File: config.mk
export PLATFORM = sky130hd
export DESIGN_NAME = rpm_reset_power
export DESIGN_NICKNAME = d
export VERILOG_FILES = /design/src/design/rpm_pkg.sv /design/src/design/rpm_reset_power.sv
export SDC_FILE = /design/constraint.sdc
export NUM_CORES = 1
export LEC_CHECK = 0
export BUFFER_PORTS_ARGS = -buffer_cell sky130_fd_sc_hd__buf_2
export CAP_MARGIN = 20
export CORE_UTILIZATION = 38
export CTS_CLUSTER_SIZE = 8
export DETAILED_ROUTE_END_ITERATION = 16
export SLEW_MARGIN = 10
export SYNTH_ARGS = -nofsm -noshare
export SYNTH_HDL_FRONTEND = slang
export SYNTH_SLANG_ARGS = --single-unit
File: constraint.sdc
create_clock -name sys_clk_in -period 1.7 [get_ports sys_clk_in]
set_clock_uncertainty 0.1 [all_clocks]
set_input_delay 0.255 -clock sys_clk_in [delete_from_list [all_inputs] [get_ports sys_clk_in]]
set_output_delay 0.255 -clock sys_clk_in [all_outputs]
set_load 0.005 [all_outputs]
File: src/design/rpm_pkg.sv
/*
  Package for the reset and power-management controller: register offsets,
  field positions, reset values and shared types.
  Assumes a single 100 MHz system clock and a plain strobe register port.
*/
package rpm_pkg;

  // ------------------------------------------------------------
  // register map
  // ------------------------------------------------------------
  localparam logic [3:0] RPM_ADDR_CAUSE = 4'h0;
  localparam logic [3:0] RPM_ADDR_CTRL = 4'h1;
  localparam logic [3:0] RPM_ADDR_CONFIG = 4'h2;
  localparam logic [3:0] RPM_ADDR_BOOT = 4'h3;
  localparam logic [3:0] RPM_ADDR_IRQ_STAT = 4'h4;
  localparam logic [3:0] RPM_ADDR_IRQ_MASK = 4'h5;
  localparam logic [3:0] RPM_ADDR_STATE = 4'h6;

  // ------------------------------------------------------------
  // cause flag positions
  // ------------------------------------------------------------
  localparam int RPM_CF_PIN = 0;
  localparam int RPM_CF_POWER_ON = 1;
  localparam int RPM_CF_BROWNOUT = 2;
  localparam int RPM_CF_WATCHDOG = 3;
  localparam int RPM_CF_SOFTWARE = 4;
  localparam int RPM_CF_BREAK = 5;

  // control register bits
  localparam int RPM_CT_IDLE = 0;
  localparam int RPM_CT_PD = 1;
  localparam int RPM_CT_TOTAL_PD = 2;
  localparam int RPM_CT_SW_RESET = 3;
  localparam int RPM_CT_BO_DET_EN = 4;
  localparam int RPM_CT_BO_IRQ_MODE = 5;
  localparam int RPM_CT_CMP_OFF = 6;

  // config register bits
  localparam int RPM_CG_RESET_PIN_EN = 0;
  localparam int RPM_CG_RC_IS_SYSCLK = 1;
  localparam int RPM_CG_RTC_EN = 2;

  // interrupt status bits
  localparam int RPM_IS_BROWNOUT = 0;
  localparam int RPM_IS_WAKE = 1;

  // ------------------------------------------------------------
  // reset values and counts
  // ------------------------------------------------------------
  localparam logic [5:0] RPM_CAUSE_POR_VAL = 6'h06;
  localparam logic [6:0] RPM_CTRL_RST = 7'h10;
  localparam logic [2:0] RPM_CONFIG_RST = 3'h1;
  localparam logic [7:0] RPM_BOOT_VEC_RST = 8'h1F;
  localparam logic [7:0] RPM_LOW_BYTE = 8'h00;
  localparam logic [15:0] RPM_ZERO_VECTOR = 16'h0000;
  localparam int RPM_RST_HOLD_NS = 80;
  localparam int RPM_CLK_NS = 10;
  localparam int RPM_RST_HOLD_CYC = (RPM_RST_HOLD_NS + RPM_CLK_NS - 1) / RPM_CLK_NS;

  typedef enum logic [1:0] {
    RPM_RUN,
    RPM_IDLE,
    RPM_PD,
    RPM_TOTAL_PD
  } rpm_mode_t;

  // power gating outputs that travel together
  typedef struct packed {
    logic main_osc_en;
    logic rc_osc_en;
    logic brownout_det_en;
    logic comparator_en;
    logic cpu_clk_en;
  } rpm_power_t;

endpackage

File: src/design/rpm_reset_power.sv
/*
  Reset and power-management controller: reset source collection, cause
  flags, shared reset pin, low-power modes and reset fetch vector.
  Assumes analog monitors and peripheral requests are levels or pulses in
  the system clock domain, except pin and detector inputs, which are
  synchronised here.
*/
`timescale 1ns/10ps
`default_nettype none
module rpm_reset_power
  import rpm_pkg::*;
#(
  parameter int HOLD_CYC = RPM_RST_HOLD_CYC
) (
  input wire logic sys_clk_in,
  input wire logic reset_n_in,
  input wire logic power_on_det_in,
  input wire logic brownout_det_in,
  input wire logic shared_reset_pin_in,
  input wire logic watchdog_reset_in,
  input wire logic uart_break_reset_in,
  input wire logic wake_irq_in,
  input wire logic enabled_irq_in,
  input wire logic boot_status_bit_in,
  input wire logic force_isp_in,
  input wire logic [3:0] addr_in,
  input wire logic [7:0] wdata_in,
  input wire logic wr_in,
  input wire logic rd_in,
  output logic [7:0] rdata_out,
  output logic cpu_reset_n_out,
  output logic pin_data_out,
  output logic [15:0] fetch_addr_out,
  output logic brownout_irq_out,
  output logic irq_out,
  output rpm_power_t power_out
);

  // ------------------------------------------------------------
  // synchronisers
  // ------------------------------------------------------------
  logic [2:0] sync1_ff;
  logic [2:0] sync2_ff;
  always_ff @(posedge sys_clk_in or negedge reset_n_in) begin
    if (!reset_n_in) begin
      sync1_ff <= 3'h7;
      sync2_ff <= 3'h7;
    end else begin
      sync1_ff <= {power_on_det_in, brownout_det_in, shared_reset_pin_in};
      sync2_ff <= sync1_ff;
    end
  end
  wire logic pin_s = sync2_ff[0];
  wire logic bo_s = sync2_ff[1];
  wire logic por_s = sync2_ff[2];

  // ------------------------------------------------------------
  // registers
  // ------------------------------------------------------------
  logic [5:0] cause_ff;
  logic [6:0] ctrl_ff;
  logic [2:0] config_ff;
  logic [7:0] boot_vec_ff;
  logic [1:0] irq_stat_ff;
  logic [1:0] irq_mask_ff;
  logic power_up_ff;
  logic boot_sel_ff;
  logic [7:0] hold_cnt_ff;
  logic break_seen_ff;
  rpm_mode_t mode_ff;
  rpm_mode_t nxt_mode;

  wire logic bo_active = ctrl_ff[RPM_CT_BO_DET_EN] && mode_ff != RPM_TOTAL_PD;
  wire logic bo_event = bo_active && bo_s;
  wire logic bo_reset = bo_event && !ctrl_ff[RPM_CT_BO_IRQ_MODE];
  wire logic bo_irq = bo_event && ctrl_ff[RPM_CT_BO_IRQ_MODE];
  wire logic pin_reset = !pin_s && (config_ff[RPM_CG_RESET_PIN_EN] || power_up_ff);
  wire logic sw_reset = ctrl_ff[RPM_CT_SW_RESET];
  wire logic any_reset = por_s || pin_reset || bo_reset || watchdog_reset_in ||
                         sw_reset || uart_break_reset_in;

  wire logic wr_cause = wr_in && addr_in == RPM_ADDR_CAUSE;
  wire logic wr_ctrl = wr_in && addr_in == RPM_ADDR_CTRL;
  wire logic wr_config = wr_in && addr_in == RPM_ADDR_CONFIG;
  wire logic wr_boot = wr_in && addr_in == RPM_ADDR_BOOT;
  wire logic wr_mask = wr_in && addr_in == RPM_ADDR_IRQ_MASK;
  wire logic rd_stat = rd_in && addr_in == RPM_ADDR_IRQ_STAT;

  wire logic [5:0] cause_set = {uart_break_reset_in, sw_reset, watchdog_reset_in,
                                bo_reset, 1'b0, pin_reset};
  wire logic [5:0] cause_keep = wr_cause ? (cause_ff & wdata_in[5:0]) : cause_ff;
  wire logic [5:0] nxt_cause = por_s ? RPM_CAUSE_POR_VAL : (cause_keep | cause_set);

  wire logic [1:0] irq_set = {wake_irq_in && mode_ff != RPM_RUN, bo_irq};
  // status clears on read; new events still land
  wire logic [1:0] nxt_irq_stat = (rd_stat ? 2'h0 : irq_stat_ff) | irq_set;

  // ------------------------------------------------------------
  // power mode sequencing
  // ------------------------------------------------------------
  always_comb begin
    nxt_mode = mode_ff;
    case (mode_ff)
      RPM_RUN: begin
        if (wr_ctrl && wdata_in[RPM_CT_TOTAL_PD])
          nxt_mode = RPM_TOTAL_PD;
        else if (wr_ctrl && wdata_in[RPM_CT_PD])
          nxt_mode = RPM_PD;
        else if (wr_ctrl && wdata_in[RPM_CT_IDLE])
          nxt_mode = RPM_IDLE;
      end
      RPM_IDLE: begin
        if (enabled_irq_in)
          nxt_mode = RPM_RUN;
      end
      RPM_PD, RPM_TOTAL_PD: begin
        if (wake_irq_in)
          nxt_mode = RPM_RUN;
      end
      default: nxt_mode = RPM_RUN;
    endcase
    if (any_reset)
      nxt_mode = RPM_RUN;
  end

  // boot vector selection
  // break carried only while the core is still held, so a later reset starts clean
  wire logic nxt_boot_sel = uart_break_reset_in || (break_seen_ff && !cpu_reset_n_out) ||
                            boot_status_bit_in || (por_s && force_isp_in);

  always_ff @(posedge sys_clk_in or negedge reset_n_in) begin
    if (!reset_n_in) begin
      cause_ff <= RPM_CAUSE_POR_VAL;
      ctrl_ff <= RPM_CTRL_RST;
      config_ff <= RPM_CONFIG_RST;
      boot_vec_ff <= RPM_BOOT_VEC_RST;
      irq_stat_ff <= 2'h0;
      irq_mask_ff <= 2'h0;
      mode_ff <= RPM_RUN;
      power_up_ff <= 1'b1;
    end else begin
      cause_ff <= nxt_cause;
      irq_stat_ff <= nxt_irq_stat;
      mode_ff <= nxt_mode;
      if (wr_ctrl)
        ctrl_ff <= {wdata_in[6:3], 3'h0};
      else
        ctrl_ff[RPM_CT_SW_RESET] <= 1'b0;
      if (wr_config)
        config_ff <= wdata_in[2:0];
      if (wr_boot)
        boot_vec_ff <= wdata_in;
      if (wr_mask)
        irq_mask_ff <= wdata_in[1:0];
      // power-up window ends once pin and detector release
      if (por_s)
        power_up_ff <= 1'b1;
      else if (pin_s)
        power_up_ff <= 1'b0;
    end
  end

  // ------------------------------------------------------------
  // reset stretch and vector
  // ------------------------------------------------------------
  // released only after all reset sources quiet for hold time
  always_ff @(posedge sys_clk_in or negedge reset_n_in) begin
    if (!reset_n_in) begin
      hold_cnt_ff <= 8'h00;
      cpu_reset_n_out <= 1'b0;
      boot_sel_ff <= 1'b0;
      break_seen_ff <= 1'b0;
    end else begin
      if (any_reset) begin
        hold_cnt_ff <= 8'h00;
        cpu_reset_n_out <= 1'b0;
        break_seen_ff <= uart_break_reset_in || (break_seen_ff && !cpu_reset_n_out);
        boot_sel_ff <= nxt_boot_sel;
      end else if (hold_cnt_ff < HOLD_CYC[7:0]) begin
        hold_cnt_ff <= hold_cnt_ff + 8'h01;
      end else begin
        cpu_reset_n_out <= 1'b1;
      end
    end
  end

  // ------------------------------------------------------------
  // outputs
  // ------------------------------------------------------------
  wire logic [7:0] rd_mux =
    addr_in == RPM_ADDR_CAUSE ? {2'h0, cause_ff} :
    addr_in == RPM_ADDR_CTRL ? {1'b0, ctrl_ff} :
    addr_in == RPM_ADDR_CONFIG ? {5'h00, config_ff} :
    addr_in == RPM_ADDR_BOOT ? boot_vec_ff :
    addr_in == RPM_ADDR_IRQ_STAT ? {6'h00, irq_stat_ff} :
    addr_in == RPM_ADDR_IRQ_MASK ? {6'h00, irq_mask_ff} :
    addr_in == RPM_ADDR_STATE ? {5'h00, power_up_ff, mode_ff} : 8'h00;

  rpm_power_t nxt_power;
  always_comb begin
    nxt_power.main_osc_en = !(nxt_mode == RPM_PD || nxt_mode == RPM_TOTAL_PD);
    // RC oscillator follows the main oscillator; in power-down kept only when it clocks the running timer
    nxt_power.rc_osc_en = nxt_power.main_osc_en ||
                          (config_ff[RPM_CG_RC_IS_SYSCLK] && config_ff[RPM_CG_RTC_EN]);
    // detectors stay on in power-down, off in total power-down
    nxt_power.brownout_det_en = ctrl_ff[RPM_CT_BO_DET_EN] && nxt_mode != RPM_TOTAL_PD;
    nxt_power.comparator_en = !ctrl_ff[RPM_CT_CMP_OFF] && nxt_mode != RPM_TOTAL_PD;
    nxt_power.cpu_clk_en = nxt_mode == RPM_RUN;
  end

  always_ff @(posedge sys_clk_in or negedge reset_n_in) begin
    if (!reset_n_in) begin
      rdata_out <= 8'h00;
      pin_data_out <= 1'b1;
      fetch_addr_out <= RPM_ZERO_VECTOR;
      brownout_irq_out <= 1'b0;
      irq_out <= 1'b0;
      power_out <= '{1'b1, 1'b1, 1'b1, 1'b1, 1'b1};
    end else begin
      rdata_out <= rd_in ? rd_mux : 8'h00;
      // plain input when pin reset disabled
      pin_data_out <= pin_s;
      fetch_addr_out <= boot_sel_ff ? {boot_vec_ff, RPM_LOW_BYTE} : RPM_ZERO_VECTOR;
      brownout_irq_out <= bo_irq;
      irq_out <= |(nxt_irq_stat & irq_mask_ff);
      power_out <= nxt_power;
    end
  end

endmodule
`default_nettype wire

==> impl_metrics.env, run 1 <==
export IMPL_async_reset_ff_share_pct=100
export IMPL_multi_input_area_sq_mm=0.00100
export IMPL_die_h_microns=88.9
export IMPL_final_antenna_net_count=0
export IMPL_tritoncts="built"
export IMPL_drcViolationCount=0
export IMPL_io_buffer_count=49
export IMPL_antenna_found_initial=0
export IMPL_drv_cap=0
export IMPL_overflow=0
export IMPL_fin_crit_ns=1.63
export IMPL_rows=31
export IMPL_synth_area_top_cells="dfrtp_1 41%, dfstp_2 20%, mux2_2 7.9%"
export IMPL_ys_seq_elements=69
export IMPL_grt_max_degree=70
export IMPL_synth_area_per_cell_sq_um=12.3
export IMPL_diodes=0
export IMPL_drive_above_1_share_pct=42.3
export IMPL_setup_viol=0
export IMPL_gp_congestion=0.817
export IMPL_insertion_delay_ns=0.35
export IMPL_clkTransAtPathRegs_ns=0.08
export IMPL_cts_root_buf="clkbuf_8"
export IMPL_synth_ff_type="dfrtp_1"
export IMPL_critPathArrivalTime_ns=1.76
export IMPL_netlist_area_leader_share_pct=41.0
export IMPL_vias=1942
export IMPL_critical_path_max_fanout=4
export IMPL_htree_levels=3
export IMPL_p_per_area_mw_per_mm2=1040
export IMPL_cts_buffer_depth=2
export IMPL_fillers=685
export IMPL_nets=331
export IMPL_first_global_vias=1962
export IMPL_outcome="finished, final reports clean"
export IMPL_dpl_hpwl_microns=4250
export IMPL_power_total_mw=3.66
export IMPL_synth_enable_flop_cells=0
export IMPL_cp_data_required_time_ns=1.83
export IMPL_yosys_area_top_type="dfrtp_1"
export IMPL_crit_path_end_kind="register"
export IMPL_cts_sinks=69
export IMPL_crit_path_start_kind="register"
export IMPL_p_leak_nw=1.65
export IMPL_wirelength_microns=5900
export IMPL_post_drt_wl_per_cell_microns=14.4
export IMPL_hold_violations=0
export IMPL_ff_latch_area_sq_mm=0.00175
export IMPL_holdWs_ns=0.0222
export IMPL_dieArea_sq_mm=0.00789
export IMPL_syn_area_sq_mm=0.00287
export IMPL_max_freq_mhz=615
export IMPL_synth_cell_type_count=46
export IMPL_via_per_inst=4.75
export IMPL_grt_pass1_wl_microns=9540
export IMPL_core_sq_mm=0.00725
export IMPL_seq_area_frac_synth_pct=61.2
export IMPL_synth_warnings=0
export IMPL_vdd_drop_max_v=0.000507
export IMPL_pre_cts_ws_ns=0.00393
export IMPL_worst_slack_ns=0.0730
export IMPL_maxSlewViolCount=0
export IMPL_area_growth_pct=23.3
export IMPL_period_share_pct=95.7
export IMPL_path_class="register to register"
export IMPL_dr_pass1_iters=5
export IMPL_synth_cells=233
export IMPL_initialDrtViolationCount=93
export IMPL_io_pins=58
export IMPL_die_w_microns=88.9
export IMPL_grt_util_all_layers_pct=16.9
export IMPL_hp_class="input pin to register"
export IMPL_cts_made_buffers=9
export IMPL_initial_core_util_pct=39.5
## timing repair
item,CTS,global route
hold buffers,4,0
buffers inserted,0,0
setup endpoints to repair,0,6
gates resized for setup,0,2
endpoints found under the hold margin,50,0
## synthesized netlist by cell type (all sizes together), types with 2 or more instances
library cell  instances
a21o                  3
mux2                 20
inv                  11
a211oi                2
o21a                  2
and4                  2
buf                  12
nor2                 15
mux2i                 3
a21oi                17
o21ai                 8
dfstp                22
nor4                  2
nand3                 2
dfrtp                47
xnor2                 2
clkbuf                4
nor3b                 3
nand2                10
nand4b                2
and3                  4
nor3                  4
and2                 12
a31oi                 5
nand2b                2
## critical path, cell delays in order (launching register included)
cell     delay, ns
dfrtp_1       0.38
or4_4         0.55
nor2_2        0.21
mux2i_1       0.21
nor2_1        0.06
## where the power goes
group / internal (mW) / switching (mW) / total (mW)
Sequential: 1.88 / 0.0958 / 1.97
Clock: 0.532 / 0.647 / 1.18
Combinational: 0.269 / 0.234 / 0.503
## routing by layer
layer | vias to the layer above | GRT usage (%) | part of all wire (%)
met5 | - | 0 | 0
li1 | 943 | - | -
met2 | 57 | 25.8 | 45
met1 | 932 | 22.7 | 48
met4 | 0 | 8.80 | 2.0
met3 | 10 | 3.64 | 4.9
## logic make-up after synthesis
group / count (synthesis) / share of synthesized area [%]
AND/OR/NAND/NOR: 64 / 12.7
flip-flops: 69 / 61.2
buffers and inverters: 27 / 5.06
adder cells (fa/ha/maj): 1 / 0.436
other: 1 / 0.131
XOR/XNOR: 2 / 0.611
AO/OA/AOI/OAI: 46 / 11.0
multiplexers: 23 / 8.90
## area by class of cell
class                      instances  share of cell area (%)
sequential                        69                    49.6
tap                               99                    3.51
clock inverter                     7                    1.45
timing repair buffer              70                    12.4
clock buffer                       9                    3.51
inverter                          11                    1.17
multi-input combinational        144                    28.3
## metrics by stage
step	TNS (ns)	std cells	util (%)	area [sq um]
2_1_floorplan	0	240	-	2890
3_3_place_gp	0	389	45.6	3310
3_5_place_dp	0	389	45.6	3310
4_1_cts	0	409	48.6	3530
5_1_grt	-0.00757	409	48.7	3530
6_report	0	409	48.7	3530
## registers in the layout, indices dropped and copies added (netlist names), 2 cells and up
register,flops
boot_vec_ff,8
fetch_addr_out,8
hold_cnt_ff,8
rdata_out,8
cause_ff,6
power_out,5
ctrl_ff,4
config_ff,3
sync1_ff,3
sync2_ff,3
irq_mask_ff,2
irq_stat_ff,2
mode_ff,2
## worst paths after layout
kind                       slack (ns)             end                start  depth (start not counted)
setup reg to reg                 0.07  hold_cnt_ff[1]       hold_cnt_ff[4]                          4
setup / recovery                 0.07  hold_cnt_ff[1]       hold_cnt_ff[4]                          4
min in group asynchronous        0.34         irq_out           reset_n_in                          3
hold reg to reg                  0.26     sync2_ff[0]          sync1_ff[0]                          0
max in group asynchronous        0.81  boot_vec_ff[0]           reset_n_in                          3
hold / removal                   0.02   break_seen_ff  uart_break_reset_in                          2
## layout by cell type (no fill, tap or decap), drive strengths merged, types with 2 or more instances in the layout
master       instances
a211oi               2
conb                 8
o21a                 2
a31oi                5
mux2i                3
nor2                15
clkbuf               9
nand2b               2
nor3b                3
clkinv               4
inv                 12
nand3                2
and3                 4
nor4                 2
o21ai                8
nor3                 4
nand4b               2
dfrtp               47
dfstp               22
nand2               10
buf                 66
and2                12
and4                 2
a21o                 3
a21oi               17
xnor2                2
clkinvlp             2
dlygate4sd3          4
mux2                20
Power figures use the tool's default switching activity.
==> run 2: changes to the inputs <==
Settings changed: CTS_BUF_LIST set to sky130_fd_sc_hd__clkbuf_16.
==> run 2 against run 1 <==
Sequential power about the same. Clock-buffer cell count unchanged. Combinational power hardly changed. Critical path depth stayed put. Via count hardly changed. Highest routed layer unchanged. Global-route usage increased by 0.16 points. Critical path type unchanged. Largest cell class unchanged. Sequential share of layout area down 1.4 points. Clock power up 45%.
==> impl_metrics.env, run 2 (synthesis gave the netlist of run 1 again) <==
export IMPL_core_sq_mm=0.00725
export IMPL_grt_pass1_wl_microns=9590
export IMPL_vias=1941
export IMPL_initial_core_util_pct=39.5
export IMPL_initialDrtViolationCount=104
export IMPL_htree_levels=3
export IMPL_maxSlewViolCount=0
export IMPL_via_per_inst=4.75
export IMPL_dr_pass1_iters=4
export IMPL_setup_viol=0
export IMPL_hold_violations=0
export IMPL_final_antenna_net_count=0
export IMPL_antenna_found_initial=0
export IMPL_rows=31
export IMPL_gp_congestion=0.817
export IMPL_nets=331
export IMPL_period_share_pct=95.5
export IMPL_holdWs_ns=0.0390
export IMPL_outcome="finished, final reports clean"
export IMPL_post_route_util_pct=50.1
export IMPL_path_class="register to register"
export IMPL_insertion_delay_ns=0.33
export IMPL_cts_root_buf="clkbuf_16"
export IMPL_fin_crit_ns=1.62
export IMPL_critPathArrivalTime_ns=1.73
export IMPL_die_w_microns=88.9
export IMPL_post_drt_wl_per_cell_microns=14.5
export IMPL_first_global_vias=1969
export IMPL_drv_cap=0
export IMPL_dpl_hpwl_microns=4250
export IMPL_dieArea_sq_mm=0.00789
export IMPL_final_cell_mix="49 x buf_2, 47 x dfrtp_1, 22 x dfstp_2, 20 x mux2_2, 17 x a21oi_1"
export IMPL_cts_sinks=69
export IMPL_wirelength_microns=5940
export IMPL_io_pins=58
export IMPL_diodes=0
export IMPL_p_leak_nw=1.70
export IMPL_hp_start="uart_break_reset_in"
export IMPL_p_per_area_mw_per_mm2=1150
export IMPL_crit_path_end_kind="register"
export IMPL_fillers=674
export IMPL_io_buffer_count=49
export IMPL_drive_above_1_share_pct=42.3
export IMPL_max_freq_mhz=616
export IMPL_tritoncts="built"
export IMPL_overflow=0
export IMPL_die_h_microns=88.9
export IMPL_cp_data_required_time_ns=1.81
export IMPL_clkTransAtPathRegs_ns=0.06
export IMPL_power_total_mw=4.19
export IMPL_hp_class="input pin to register"
export IMPL_critical_path_max_fanout=4
export IMPL_cts_buffer_depth=2
export IMPL_crit_path_start_kind="register"
export IMPL_final_common_cell="buf_2"
export IMPL_grt_util_all_layers_pct=17.1
export IMPL_grt_max_degree=70
export IMPL_cts_made_buffers=9
export IMPL_vdd_drop_max_v=0.000495
export IMPL_critPathLaunch="hold_cnt_ff[4]"
export IMPL_drcViolationCount=0
export IMPL_area_growth_pct=26.8
export IMPL_crit_reg2reg_launch="hold_cnt_ff[4]"
==> run 2: cell counts in the layout (fill, tap and decap cells not counted) <==
No cell type changed its count.
==> run 2: where the power goes <==
part	switching [mW]	internal, mW
Combinational	0.234	0.269
Clock	0.719	0.990
Sequential	0.0962	1.88
==> run 2: cell type report <==
type	instances	area, sq um	area share (%)
clock buffers	9	225	6.20
repair buffers	70	438	12.0
clock inverters	7	51.3	1.41
inverters	11	41.3	1.14
well taps	99	124	3.41
multi-input cells	144	1000	27.5
flip-flops and latches	69	1750	48.3
==> run 2: repair_timing <==
item	4_1_cts	5_1_grt
endpoints found under the setup margin	0	6
hold buffers	4	0
buffers inserted	0	0
gates resized for setup	0	2
endpoints found under the hold margin	50	0
==> run 2: routing by layer <==
| metal | up-vias | share of wire (%) | track usage [%] |
|---|---|---|---|
| li1 | 947 | - | - |
| met1 | 933 | 49 | 22.7 |
| met2 | 55 | 45 | 25.9 |
| met3 | 6 | 5.1 | 6.16 |
| met4 | 0 | 1.0 | 5.72 |
| met5 | - | 0 | 0 |
==> run 2: worst max-delay path, stage by stage, from the launching register on <==
cell	delay, ns
dfrtp_1	0.37
or4_4	0.55
nor2_2	0.21
mux2i_1	0.21
nor2_1	0.06
==> run 2: through the flow <==
stage	TNS, ns	std cells	setup slack, ns	area, sq um
3_3_place_gp	0	389	0.0582	3310
2_1_floorplan	0	240	0.103	2890
6_report	0	409	0.0759	3630
5_1_grt	-0.00395	409	-0.00395	3630
4_1_cts	0	409	0.00764	3630
3_5_place_dp	0	389	0.00393	3310
==> run 2: worst paths after layout <==
path,depth (start not counted),end,slack (ns)
max,4,hold_cnt_ff[1],0.08
min,2,break_seen_ff,0.04
max reg2reg,4,hold_cnt_ff[1],0.08
min reg2reg,0,sync2_ff[0],0.25
max in group asynchronous,3,boot_vec_ff[3],0.79
min in group asynchronous,3,fetch_addr_out[15],0.37
